<file path="src/shared/canctl_regs.vh">
/*
 * register offsets, field positions and reset values of the can control/status block.
 * assumes a 32-bit axi4-lite slave with one register per aligned word.
 */
`ifndef CANCTL_REGS_VH
`define CANCTL_REGS_VH
// ************************************************************
// register byte offsets
// ************************************************************
`define CANCTL_OFF_CTRL1    8'h00
`define CANCTL_OFF_CTRL2    8'h04
`define CANCTL_OFF_VEC      8'h08
`define CANCTL_OFF_FCTRL    8'h0c
`define CANCTL_OFF_FIFO     8'h10
`define CANCTL_OFF_INTF     8'h14
`define CANCTL_OFF_INTE     8'h18
`define CANCTL_OFF_EC       8'h1c
`define CANCTL_OFF_CFG1     8'h20
`define CANCTL_OFF_RXDATA   8'h24
// ************************************************************
// field positions
// ************************************************************
`define CANCTL_CTRL1_SIDL   13
`define CANCTL_CTRL1_ABORT_ALL_PENDING   12
`define CANCTL_CTRL1_CAP    3
`define CANCTL_CTRL1_WIN    0
// ************************************************************
// reset values and codes
// ************************************************************
`define CANCTL_MODE_NORMAL  3'h0
`define CANCTL_MODE_DISABLE 3'h1
`define CANCTL_MODE_LOOP    3'h2
`define CANCTL_MODE_LISTEN  3'h3
`define CANCTL_MODE_CONFIG  3'h4
`define CANCTL_MODE_ALL     3'h7
`define CANCTL_IDLE_BITS    4'hb
`define CANCTL_DATA_COMPARE_BIT_COUNT_MAX    5'h11
`define CANCTL_IC_ERR       7'h41
`define CANCTL_IC_WAKE      7'h42
`define CANCTL_IC_OVF       7'h43
`define CANCTL_IC_FIFO      7'h44
`define CANCTL_IC_NONE      7'h40
`define CANCTL_RESP_OKAY    2'h0
`define CANCTL_RESP_SLVERR  2'h2
`endif

</file>
<file path="src/core/canctl_fifo.v">
/*
 * synchronous fifo with valid/ready on both sides.
 * assumes one clock, synchronous active-high reset, clock enable.
 */
`timescale 1ns/10ps
module canctl_fifo #(
  parameter WIDTH = 32,
  parameter DEPTH = 32,
  parameter AW    = 5
) (
  input  wire             ref_clk,   // clock
  input  wire             rst,       // sync reset
  input  wire             clk_en,    // freeze when low
  input  wire [WIDTH-1:0] in_data,   // write word
  input  wire             in_valid,  // write request
  output wire             in_ready,  // not full
  output wire [WIDTH-1:0] out_data,  // head word
  output wire             out_valid, // not empty
  input  wire             out_ready  // drain
);
  reg [WIDTH-1:0] mem [0:DEPTH-1]; // storage
  reg [AW:0]      wp;              // write pointer
  reg [AW:0]      rp;              // read pointer
  reg [WIDTH-1:0] head;            // combinational head
  wire            empty;           // no words
  assign empty     = (wp == rp);
  assign in_ready  = ((wp[AW-1:0] != rp[AW-1:0]) || (wp[AW] == rp[AW]));
  assign out_valid = !empty;
  assign out_data  = head;
  // ************************************************************
  // pointers and storage
  // ************************************************************
  always @(posedge ref_clk) begin
    if (rst) begin
      wp <= {(AW+1){1'b0}};
      rp <= {(AW+1){1'b0}};
    end else if (clk_en) begin
      if (in_valid && in_ready) begin // push
        mem[wp[AW-1:0]] <= in_data;
        wp <= wp + 1'b1;
      end
      if (out_valid && out_ready) // pop
        rp <= rp + 1'b1;
    end
  end
  // head word follows read pointer
  always @* begin
    head = mem[rp[AW-1:0]];
  end
endmodule

</file>
<file path="src/core/canctl_top.v">
/*
 * control, status, flag and error-count registers of a can controller, behind axi4-lite.
 * assumes the protocol engine drives the event, counter and bus-idle inputs on ref_clk.
 */
`timescale 1ns/10ps
`include "canctl_regs.vh"
// Notes on behaviour
// - loopback feeds internal tx into rx
// - loopback releases tx and rx pins
// - three-bit mode request, two codes reserved
// - mode report shows actual mode
// - mode changes only after eleven idle bits
// - capture event on receive when enabled
// - window bit selects filter or buffer map
// - data compare count, codes above 17 invalid
// - interrupt code names buffers 0 to 31
// - fifo start buffer field 0 to 31
// - flags cleared by writing zero
// - tx count high byte, rx low byte
// - quantum is two times prescaler plus one
// - jump width one to four quanta
module canctl_top #(
  parameter FIFO_DEPTH = 32,
  parameter FIFO_AW    = 5
) (
  input  wire        ref_clk,      // 250 mhz clock
  input  wire        rst,          // sync reset, high
  input  wire        clk_en,       // freeze when low
  input  wire [7:0]  s_axi_awaddr, // write address
  input  wire        s_axi_awvalid,// write address valid
  output wire        s_axi_awready,// write address ready
  input  wire [31:0] s_axi_wdata,  // write data
  input  wire [3:0]  s_axi_wstrb,  // byte enables
  input  wire        s_axi_wvalid, // write data valid
  output wire        s_axi_wready, // write data ready
  output reg  [1:0]  s_axi_bresp,  // write response
  output reg         s_axi_bvalid, // write response valid
  input  wire        s_axi_bready, // write response ready
  input  wire [7:0]  s_axi_araddr, // read address
  input  wire        s_axi_arvalid,// read address valid
  output wire        s_axi_arready,// read address ready
  output reg  [31:0] s_axi_rdata,  // read data
  output reg  [1:0]  s_axi_rresp,  // read response
  output reg         s_axi_rvalid, // read data valid
  input  wire        s_axi_rready, // read data ready
  input  wire        bit_tick,     // one per nominal bit
  input  wire        bus_recessive,// sampled bus level recessive
  input  wire        tx_busy,      // transmission in progress
  input  wire        engine_tx,    // engine transmit bit
  output wire        engine_rx,    // engine receive bit
  output reg         can_tx_pin,   // bus transmit pin
  output reg         can_tx_oe,    // tx pin driven
  input  wire        can_rx_pin,   // bus receive pin
  output reg         can_rx_en,    // rx pin owned by module
  output wire        abort_req,    // abort pending tx
  input  wire        abort_done,   // all aborted
  input  wire        rx_done,      // message received pulse
  input  wire [31:0] rx_word,      // received data word
  output reg         capture_event,// timer capture pulse
  input  wire [4:0]  hit_filter,   // matched filter on rx_done
  input  wire [4:0]  hit_buffer,   // buffer of rx_done
  input  wire        tx_done,      // transmit done pulse
  input  wire [2:0]  tx_buffer,    // buffer of tx_done
  input  wire        ev_invalid,   // invalid message pulse
  input  wire        ev_wake,      // wakeup pulse
  input  wire        ev_error,     // error pulse
  input  wire        ev_fifo,      // fifo almost full pulse
  input  wire        ev_ovf,       // overflow pulse
  input  wire [7:0]  tx_err_cnt,   // transmit error count
  input  wire [7:0]  rx_err_cnt,   // receive error count
  output wire [7:0]  tq_periods,   // clocks per quantum
  output wire [2:0]  sjw_quanta,   // jump width in quanta
  output wire        filter_window,// filter map selected
  output wire [4:0]  compare_bits, // data compare count
  output wire [4:0]  fifo_start,   // fifo start buffer
  output wire        stop_idle     // stop in idle
);
  // ************************************************************
  // state
  // ************************************************************
  reg        stop_in_idle;           // stop in idle
  reg        abort_all_pending;      // abort request
  reg [2:0]  mode_request;           // requested mode
  reg [2:0]  mode_report;            // actual mode
  reg        rx_capture_event_enable;// capture enable
  reg        register_window_select; // map window
  reg [4:0]  data_compare_bit_count; // compare count
  reg [4:0]  fifo_start_buffer;      // fifo start
  reg [7:0]  flags;                  // interrupt flags
  reg [7:0]  enables;                // interrupt enables
  reg [7:0]  bit_timing;             // sjw and prescaler
  reg [4:0]  matched_filter_number;  // last hit filter
  reg [6:0]  interrupt_source_code;  // source code
  reg [5:0]  fifo_write_pointer;     // fifo write buffer
  reg [3:0]  idle_count;             // recessive bits seen
  reg        aw_held;                // address taken
  reg        w_held;                 // data taken
  reg [7:0]  aw_addr;                // held address
  reg [31:0] w_data;                 // held data
  reg [3:0]  w_strb;                 // held strobes
  wire       fifo_in_ready;          // rx fifo room
  wire [31:0] fifo_out_data;         // rx fifo head
  wire       fifo_out_valid;         // rx fifo has data
  wire       fifo_pop;               // read of data reg
  wire       do_write;               // write commit
  wire       loop_on;                // loopback active
  wire       pins_off;               // pins released
  wire [7:0] err_state;              // error state bits
  wire [7:0] ev_set;                 // flag set terms
  // ************************************************************
  // helpers
  // ************************************************************
  // mode code legal for request
  function legal_mode;
    input [2:0] m;
    begin
      legal_mode = (m != 3'h5) && (m != 3'h6);
    end
  endfunction
  // merge a 16-bit register with write strobes
  function [15:0] merge;
    input [15:0] old;
    input [31:0] d;
    input [3:0]  s;
    begin
      merge = {s[1] ? d[15:8] : old[15:8], s[0] ? d[7:0] : old[7:0]};
    end
  endfunction
  // ************************************************************
  // link muxing
  // ************************************************************
  assign loop_on  = (mode_report == `CANCTL_MODE_LOOP);
  assign pins_off = loop_on || (mode_report == `CANCTL_MODE_DISABLE) || (mode_report == `CANCTL_MODE_CONFIG);
  assign engine_rx = loop_on ? engine_tx : can_rx_pin;
  // pin drive registered
  always @(posedge ref_clk) begin
    if (rst) begin
      can_tx_pin <= 1'b1;
      can_tx_oe  <= 1'b0;
      can_rx_en  <= 1'b0;
    end else if (clk_en) begin
      can_tx_pin <= engine_tx;
      can_tx_oe  <= !pins_off && (mode_report != `CANCTL_MODE_LISTEN);
      can_rx_en  <= !pins_off;
    end
  end
  // ************************************************************
  // mode change after bus idle
  // ************************************************************
  always @(posedge ref_clk) begin
    if (rst) begin
      idle_count  <= 4'h0;
      mode_report <= `CANCTL_MODE_CONFIG;
    end else if (clk_en) begin
      if (!bus_recessive || tx_busy)
        idle_count <= 4'h0;
      else if (bit_tick && idle_count != `CANCTL_IDLE_BITS)
        idle_count <= idle_count + 4'h1;
      if (mode_request != mode_report && idle_count == `CANCTL_IDLE_BITS)
        mode_report <= mode_request;
    end
  end
  // ************************************************************
  // capture, interrupt code, filter hit, fifo pointer
  // ************************************************************
  assign ev_set = {ev_invalid, ev_wake, ev_error, 1'b0, ev_fifo, ev_ovf, rx_done, tx_done};
  always @(posedge ref_clk) begin
    if (rst) begin
      capture_event         <= 1'b0;
      matched_filter_number <= 5'h00;
      interrupt_source_code <= `CANCTL_IC_NONE;
      fifo_write_pointer    <= 6'h00;
    end else if (clk_en) begin
      capture_event <= rx_done && rx_capture_event_enable;
      if (rx_done) begin
        matched_filter_number <= hit_filter;
        fifo_write_pointer    <= {1'b0, hit_buffer};
      end
      if (ev_error)
        interrupt_source_code <= `CANCTL_IC_ERR;
      else if (ev_wake)
        interrupt_source_code <= `CANCTL_IC_WAKE;
      else if (ev_ovf)
        interrupt_source_code <= `CANCTL_IC_OVF;
      else if (ev_fifo)
        interrupt_source_code <= `CANCTL_IC_FIFO;
      else if (rx_done)
        interrupt_source_code <= {2'b00, hit_buffer};
      else if (tx_done)
        interrupt_source_code <= {4'h0, tx_buffer};
    end
  end
  // ************************************************************
  // receive fifo
  // ************************************************************
  canctl_fifo #(.WIDTH(32), .DEPTH(FIFO_DEPTH), .AW(FIFO_AW)) u_fifo (
    .ref_clk   (ref_clk),
    .rst       (rst),
    .clk_en    (clk_en),
    .in_data   (rx_word),
    .in_valid  (rx_done),
    .in_ready  (fifo_in_ready),
    .out_data  (fifo_out_data),
    .out_valid (fifo_out_valid),
    .out_ready (fifo_pop)
  );
  // ************************************************************
  // axi4-lite write path
  // ************************************************************
  assign s_axi_awready = !aw_held && !s_axi_bvalid;
  assign s_axi_wready  = !w_held && !s_axi_bvalid;
  assign do_write      = aw_held && w_held && !s_axi_bvalid;
  assign abort_req     = abort_all_pending;
  always @(posedge ref_clk) begin
    if (rst) begin
      aw_held <= 1'b0;
      w_held  <= 1'b0;
      aw_addr <= 8'h00;
      w_data  <= 32'h0000_0000;
      w_strb  <= 4'h0;
      s_axi_bvalid <= 1'b0;
      s_axi_bresp  <= `CANCTL_RESP_OKAY;
    end else if (clk_en) begin
      if (s_axi_awvalid && s_axi_awready) begin
        aw_held <= 1'b1;
        aw_addr <= s_axi_awaddr;
      end
      if (s_axi_wvalid && s_axi_wready) begin
        w_held <= 1'b1;
        w_data <= s_axi_wdata;
        w_strb <= s_axi_wstrb;
      end
      if (do_write) begin
        aw_held <= 1'b0;
        w_held  <= 1'b0;
        s_axi_bvalid <= 1'b1;
        case (aw_addr)
          `CANCTL_OFF_CTRL1, `CANCTL_OFF_FCTRL, `CANCTL_OFF_INTF,
          `CANCTL_OFF_INTE, `CANCTL_OFF_CFG1: s_axi_bresp <= `CANCTL_RESP_OKAY;
          default: s_axi_bresp <= `CANCTL_RESP_SLVERR; // read-only or unmapped
        endcase
      end else if (s_axi_bvalid && s_axi_bready) begin
        s_axi_bvalid <= 1'b0;
      end
    end
  end
  // ************************************************************
  // writable registers
  // ************************************************************
  always @(posedge ref_clk) begin : regs_wr
    reg [15:0] v;
    v = 16'h0000;
    if (rst) begin
      stop_in_idle            <= 1'b0;
      abort_all_pending       <= 1'b0;
      mode_request            <= `CANCTL_MODE_CONFIG;
      rx_capture_event_enable <= 1'b0;
      register_window_select  <= 1'b0;
      data_compare_bit_count  <= 5'h00;
      fifo_start_buffer       <= 5'h00;
      flags                   <= 8'h00;
      enables                 <= 8'h00;
      bit_timing              <= 8'h00;
    end else if (clk_en) begin
      if (abort_all_pending && abort_done)
        abort_all_pending <= 1'b0;
      if (do_write) begin
        case (aw_addr)
          `CANCTL_OFF_CTRL1: begin
            v = merge({2'b00, stop_in_idle, abort_all_pending, 1'b0, mode_request, 4'h0,
                       rx_capture_event_enable, 2'b00, register_window_select}, w_data, w_strb);
            stop_in_idle <= v[`CANCTL_CTRL1_SIDL];
            if (v[`CANCTL_CTRL1_ABORT_ALL_PENDING])
              abort_all_pending <= 1'b1;
            if (legal_mode(v[10:8]))
              mode_request <= v[10:8];
            rx_capture_event_enable <= v[`CANCTL_CTRL1_CAP];
            register_window_select  <= v[`CANCTL_CTRL1_WIN];
          end
          `CANCTL_OFF_FCTRL: begin
            v = merge({3'b000, data_compare_bit_count, 3'b000, fifo_start_buffer}, w_data, w_strb);
            if (v[12:8] <= `CANCTL_DATA_COMPARE_BIT_COUNT_MAX)
              data_compare_bit_count <= v[12:8];
            fifo_start_buffer <= v[4:0];
          end
          `CANCTL_OFF_INTE: begin
            v = merge({8'h00, enables}, w_data, w_strb);
            enables <= v[7:0] & 8'hef;
          end
          `CANCTL_OFF_CFG1: begin
            v = merge({8'h00, bit_timing}, w_data, w_strb);
            bit_timing <= v[7:0];
          end
          default: begin
            v = 16'h0000;
          end
        endcase
      end
      // flags: events set, write of zero clears, set wins
      if (do_write && aw_addr == `CANCTL_OFF_INTF && w_strb[0])
        flags <= ((flags & w_data[7:0]) | ev_set) & 8'hef;
      else
        flags <= (flags | ev_set) & 8'hef;
    end
  end
  // ************************************************************
  // derived outputs
  // ************************************************************
  assign tq_periods    = {1'b0, bit_timing[5:0], 1'b0} + 8'h02;
  assign sjw_quanta    = {1'b0, bit_timing[7:6]} + 3'h1;
  assign filter_window = register_window_select;
  assign compare_bits  = data_compare_bit_count;
  assign fifo_start    = fifo_start_buffer;
  assign stop_idle     = stop_in_idle;
  assign err_state = {2'b00, tx_err_cnt > 8'hff - 8'h00 ? 1'b1 : 1'b0, tx_err_cnt > 8'h7f,
                      rx_err_cnt > 8'h7f, tx_err_cnt > 8'h5f, rx_err_cnt > 8'h5f,
                      (tx_err_cnt > 8'h5f) || (rx_err_cnt > 8'h5f)};
  // ************************************************************
  // axi4-lite read path
  // ************************************************************
  assign s_axi_arready = !s_axi_rvalid;
  assign fifo_pop      = s_axi_arvalid && s_axi_arready && (s_axi_araddr == `CANCTL_OFF_RXDATA) && fifo_out_valid;
  always @(posedge ref_clk) begin
    if (rst) begin
      s_axi_rvalid <= 1'b0;
      s_axi_rdata  <= 32'h0000_0000;
      s_axi_rresp  <= `CANCTL_RESP_OKAY;
    end else if (clk_en) begin
      if (s_axi_arvalid && s_axi_arready) begin
        s_axi_rvalid <= 1'b1;
        s_axi_rresp  <= `CANCTL_RESP_OKAY;
        case (s_axi_araddr)
          `CANCTL_OFF_CTRL1: s_axi_rdata <= {18'h0, stop_in_idle, abort_all_pending, 1'b0, mode_request,
                                             mode_report, 1'b0, rx_capture_event_enable, 2'b00,
                                             register_window_select};
          `CANCTL_OFF_CTRL2: s_axi_rdata <= {27'h0, data_compare_bit_count};
          `CANCTL_OFF_VEC:   s_axi_rdata <= {19'h0, matched_filter_number, 1'b0, interrupt_source_code};
          `CANCTL_OFF_FCTRL: s_axi_rdata <= {19'h0, data_compare_bit_count, 3'b000, fifo_start_buffer};
          `CANCTL_OFF_FIFO:  s_axi_rdata <= {18'h0, fifo_write_pointer, 2'b00, 1'b0, fifo_start_buffer};
          `CANCTL_OFF_INTF:  s_axi_rdata <= {16'h0, err_state, flags};
          `CANCTL_OFF_INTE:  s_axi_rdata <= {24'h0, enables};
          `CANCTL_OFF_EC:    s_axi_rdata <= {16'h0, tx_err_cnt, rx_err_cnt};
          `CANCTL_OFF_CFG1:  s_axi_rdata <= {24'h0, bit_timing};
          `CANCTL_OFF_RXDATA: s_axi_rdata <= fifo_out_valid ? fifo_out_data : 32'h0000_0000;
          default: begin
            s_axi_rdata <= 32'h0000_0000;
            s_axi_rresp <= `CANCTL_RESP_SLVERR; // unmapped
          end
        endcase
      end else if (s_axi_rvalid && s_axi_rready) begin
        s_axi_rvalid <= 1'b0;
      end
    end
  end
endmodule

</file>
<file path="config.mk">
export PLATFORM = sky130hd
export DESIGN_NAME = canctl_top
export DESIGN_NICKNAME = d
export VERILOG_FILES = /design/src/core/canctl_fifo.v /design/src/core/canctl_top.v
export VERILOG_INCLUDE_DIRS = /design/src /design/src/shared
export SDC_FILE = /design/constraint.sdc
export NUM_CORES = 1
export LEC_CHECK = 0
export BUFFER_PORTS_ARGS = -buffer_cell sky130_fd_sc_hd__buf_4
export CAP_MARGIN = 20
export CELL_PAD_IN_SITES_DETAIL_PLACEMENT = 1
export CELL_PAD_IN_SITES_GLOBAL_PLACEMENT = 2
export CORE_UTILIZATION = 43
export CTS_CLUSTER_DIAMETER = 30
export DETAILED_ROUTE_END_ITERATION = 12
export GPL_TIMING_DRIVEN = 0
export PLACE_DENSITY = 0.81
export SLEW_MARGIN = 5
export SYNTH_ARGS = -nofsm -noshare
export SYNTH_HDL_FRONTEND = slang
export SYNTH_HIERARCHICAL = 1
export SYNTH_SLANG_ARGS = --single-unit
export TNS_END_PERCENT = 10
</file>
<file path="constraint.sdc">
create_clock -name ref_clk -period 4.7 [get_ports ref_clk]
set_input_delay 0.235 -clock ref_clk [delete_from_list [all_inputs] [get_ports ref_clk]]
set_output_delay 0.235 -clock ref_clk [all_outputs]
set_load 0.02 [all_outputs]
</file>
* Word-level counts from Yosys, hierarchy flattened *
Memories as Yosys holds them, arrays and structs flattened. A register that Yosys moved wholly into a read port is not among the register bits.
Index checks and enable logic that the tools add are counted.
W data, S select, Z words.

cells by class
  add/sub/neg operators = 5
  multipliers = 0
  div/mod/pow operators = 0
  $lt $le $gt $ge = 6
  equal/unequal tests = 25
  shifts and indexed selects = 0
  muxes and demuxes = 35
  bitwise logic cells = 3
  reduce and logical (&&, ||, !) cells = 64

operators with widths
  cell                   count
  $pmux W32 S10          1
  $eq A8 B5 Y1 const B   6
  $mux W7                6
  $gt A8 B7 Y1 const B   4
  $mux W32               1
  $reduce_and A2 Y1      14
  $reduce_and A4 Y1      7
  $eq A8 B4 Y1 const B   3
  $eq A8 B6 Y1 const B   3
  $logic_and A1 B1 Y1    21
  $mux W5                4
  $mux W1                18
  $logic_not A8 Y1       2
  $or A8 B8 Y8           2
  $add A6 B1 Y6 const B  2
  $reduce_bool A2 Y1     5
  $reduce_or A10 Y1      1
  $add A7 B2 Y8 const B  1
  $and A8 B8 Y8          1
  $eq A8 B3 Y1 const B   1
  $gt A8 B8 Y1 const B   1
  $mux W4                2
  $mux W8                1
  $logic_not A1 Y1       7
  other kinds (18)       24

storage, ports and cells
  flip-flop bits (word level) = 144
  latch bits = 0
  RAM bits = 1024
  ROM bits = 0
  input bits = 134
  output and inout bits = 70
  word-level logic and storage cells = 170
  memories kept = 1

memories
  memory      words  width  rd ports  clocked after memory_dff  wr ports  line              source
  u_fifo.mem  32     32     1         1                         1         canctl_fifo.v:21  reg [WIDTH-1:0] mem [0:DEPTH-1];

* Logic depth before layout (Yosys ltp) *
  word-level depth = 8
  depth in mapped cells = 12
  depth with buffers taken out = 11

* Hierarchy *
Netlist, hierarchy kept.

by module, submodules not included
  module       instances  cells each  area an instance (um2)  sequential area each (um2)
  canctl_fifo  1          2319        40467.6                 31089.8
  canctl_top   1          700         5919.4                  2562.5

* Worst setup path before layout *
Ideal clock, no wire load.

  path kind = register to register
  start point = reg u_fifo.rp[3]
  end point = mem u_fifo.mem[11][0] (enable)
  setup time = 461 ps
  data arrival time = 3386 ps
  path slack = 853 ps
  stages on the path, launching flop included = 7
  path buffers = 2
  period minus slack after synthesis = 3847 ps
  cells stage by stage = dfxtp_1 -> xor2_1 -> nor3_2 -> a41o_1 -> buf_6 -> buf_2 -> nor3_1

between the ends
  cells in the longest elaborated chain, start to end = 7

RTL lines
  element                        line              source
  start: declaration             canctl_fifo.v:23  reg [AW:0] rp;
  start signal: assignment       canctl_fifo.v:36  rp <= {(AW+1){1'b0}};
  start signal: assignment       canctl_fifo.v:43  rp <= rp + 1'b1;
  $ne A5 B5 Y1                   canctl_fifo.v:27  assign in_ready = ((wp[AW-1:0] != rp[AW-1:0]) || (wp[AW] == rp[AW]));
  $logic_or A1 B1 Y1             canctl_fifo.v:27
  $logic_and A1 B1 Y1            canctl_fifo.v:38  if (in_valid && in_ready) begin
  $mux W1                        canctl_fifo.v:38
  $mux W1                        canctl_fifo.v:37  end else if (clk_en) begin
  $mux W1                        canctl_fifo.v:34  if (rst) begin
  $mux W1 (implied by the code)  canctl_fifo.v:39  mem[wp[AW-1:0]] <= in_data;
  end: declaration               canctl_fifo.v:21

Every way passes these cells.

==> metrics.md <==
| Metric | Value |
|---|---|
| Status | completed |
| RePlAce Congestion | between 0.8 and 0.9 |
| Layout cells sized above 1 | 19.5% |
| Fin crit period | 4.14 ns |
| FILL cells | 9,961 |
| Critical Path End | s_axi_rdata[2] |
| Critical Path AT | about 4.8 ns |
| Routed via count | 30,200 |
| Slew headroom | between 10% and 20% |
| Number of global-route vias before repair | 32,400 |
| Crit path required time | 5.34 ns |
| Die ar. | roughly 0.11 mm2 |
| Met1 GRT Util | about a third |
| Fin util | 55.3% |
| Final hold violations | 0 |
| Sw Ratio | between 20% and 30% |
| Finished Layout Cells | slightly above 5,000 |
| Die height | 330 um |
| Sw Pwr | between 6 and 7 mW |
| CTS Buf Count | ~230 |
| TritonRoute pass-1 iters | 6 |
| I/O pin total | roughly 200 |
| TritonCTS Sinks | around 1,200 |
| Wirelength per Cell | around 29 um |
| Pin count of the biggest net entering global routing | 33 |
| Global route total overflow | 0 |
| Detailed Place HPWL | ~98,000 um |
| Hold path depth | 5 |
| # rows | 120 |
| Max Fclk | 241 MHz |
| Worst setup path class | flop to flop |
| Post-cts resize count | 0 |
| Seq pwr share | about two fifths |
| Placed cell count | ~4,700 |
| Clock latency on the worst-skew pair | ~0.82 ns |
| Final #Nets | about 3,700 |
| CTS HTree Levels | 4 |
| Die Wd | approximately 330 um |
| Syn_area_per_cell | 15.4 um2 |
| Number of I/O port buffers | 180 |
| RSZ-0062 raised after global routing | no |
| Final slew viol count | 0 |
| CTS tree | built |
| First-pass GRT wire length | 214,000 um |
| Synthesized instance count | 3,018 |
| Initial Util | ~43% |
| Core area | between 0.1 and 0.15 mm2 |
| Setup TNS | 0 ns |
| Synthesis warning total | 6 |
| Internal | between 20 and 25 mW |
| Power Density | roughly 470 mW/mm2 |
| # setup viols final | 0 |
| Post-CTS Setup Bufs | 0 |
| Worst Setup End Kind | flop |
| CTS hold repair buffers | 97 |
| Max Cap Violations | 0 |
| Reg-to-Reg End | s_axi_rdata[2] |
| Initial antenna violation count | 7 |
| Mapped cell area | about 0.046 mm2 |
| Global Route Usage Sum | between 20% and 30% |
| Clock slew at reported path FFs | 0.04 ns |
| Gate power share | 2.2% |
| Clock Skew | between 0.04 and 0.05 ns |
| Worst vdd ir | ~0.3 mV |
| Top Usage Layer GRT | met2 |
| Crit path launch type | flop |
| Crit-path max FO | 10 |
| Grt met3 use | 4.97% |
| Worst Hold Class | input pin to flop |
| Area delta synth->final | 27.7% |
| Register-to-Register Path Depth | 11 |
| Clock network power share | 57.2% |
| Via density | a little under 6 |
| Static leakage | between 15 and 20 nW |
| Root buffer cell | clkbuf_16 |
| Global Route met2 Usage | ~46% |
| WL final | around 150,000 um |
| Tcrit/Tclk final | 88.1% |
| Iter 0 DRT Violations | roughly 2,600 |
| Drc violations | 0 |
| Final ANT Viol Nets | 0 |
| Clk buf depth | 3 |
| Worst Max-Slew Pin Slew | about 1.2 ns |
| R2R Setup Slk | 0.56 ns |
==> critical path: stages, from the launching register on <==
cell,delay [ns]
dfxtp_1,0.30
buf_2,0.25
clkbuf_1,0.85
buf_2,0.59
mux2i_1,0.27
a22oi_1,0.11
a31oi_1,0.49
nand3_1,0.24
a31oi_1,0.23
nor4b_1,0.07
a221oi_1,0.43
o211ai_1,0.14
==> per-stage QoR <==
stage               hold WS, ns  setup WS, ns  power [mW]  area (um2)
detailed placement        0.452         0.861        12.1       50500
CTS                     0.00907         0.837        28.2       59200
global placement          0.445         -2.07        12.1       49500
finish                   0.0340         0.558        28.0       59200
floorplan                 0.334         0.861        11.7       46400
global route             0.0655         0.649        28.7       59200
==> sequential cells by signal (all words and copies together) (netlist names), 2 cells and up, named ones only <==
| signal | cells |
|---|---|
| aw_addr | 8 |
| bit_timing | 8 |
| compare_bits | 5 |
| enables | 7 |
| fifo_start | 5 |
| fifo_write_pointer | 5 |
| flags | 7 |
| idle_count | 4 |
| interrupt_source_code | 6 |
| matched_filter_number | 5 |
| mode_report | 3 |
| mode_request | 3 |
| s_axi_rdata | 32 |
| u_fifo/mem | 1024 |
| u_fifo/rp | 6 |
| u_fifo/wp | 6 |
| w_data | 14 |
| w_strb | 2 |
==> power by group through the flow <==
| stage | clock (mW) | sequential [mW] | combinational [mW] |
|---|---|---|---|
| global route | 16.6 | 11.4 | 0.665 |
| global placement | 0 | 11.6 | 0.516 |
| floorplan | 0 | 11.6 | 0.177 |
| detailed placement | 0 | 11.6 | 0.550 |
| finish | 16.0 | 11.4 | 0.629 |
| CTS | 16.2 | 11.4 | 0.621 |
==> cells in the final DEF (no fill, tap or decap), types with 14 or more instances in the layout <==
master and count:
clkbuf_16 231, nor2_1 96, clkinv_2 39, nand3_1 127, buf_4 198, clkinv_1 29, nand2_1 193, nor3_1 46
mux2i_1 556, nor2_4 24, clkinv_4 16, inv_6 19, dfxtp_1 145, mux2_2 14, a22o_1 70, buf_2 69
clkinvlp_4 25, dlygate4sd3_1 97, a22oi_1 128, a21oi_1 162, clkbuf_1 131, bufinv_16 23, edfxtp_1 1024, a31oi_1 36
buf_1 16, buf_12 19, o21ai_0 25, buf_6 15
==> how the worst min path moves through the flow <==
stage,from,end,slack (ns)
after global routing,s_axi_arvalid,s_axi_rdata[6],0.07
after global placement,interrupt_source_code[4],interrupt_source_code[4],0.45
after detailed placement,fifo_write_pointer[0],fifo_write_pointer[0],0.45
final,bit_tick,idle_count[1],0.03
after floorplan,rx_word[0],u_fifo/mem[0][0],0.33
after CTS,s_axi_arvalid,s_axi_rdata[6],0.009
==> per-layer routing <==
metal | vias to the layer above | share of wire, %
li1 | 12900 | -
met1 | 15800 | 41
met2 | 1220 | 50
met3 | 294 | 6.2
met4 | 2 | 3.6
met5 | - | 0.0081
==> layout make-up <==
type / instances / area (um2) / share of cell area (%)
Antenna cell: 2 / 5.00 / 0.00845
Clock buffer: 275 / 6050 / 10.2
Clock inverter: 160 / 1690 / 2.85
Timing Repair Buffer: 329 / 3110 / 5.25
Inverter: 9 / 33.8 / 0.0571
Multi-Input combinational cell: 1654 / 12100 / 20.4
Tap cell: 1403 / 1760 / 2.96
Buffer: 188 / 818 / 1.38
Sequential cell: 1169 / 33700 / 56.8
(Power assumes the default switching activity.)
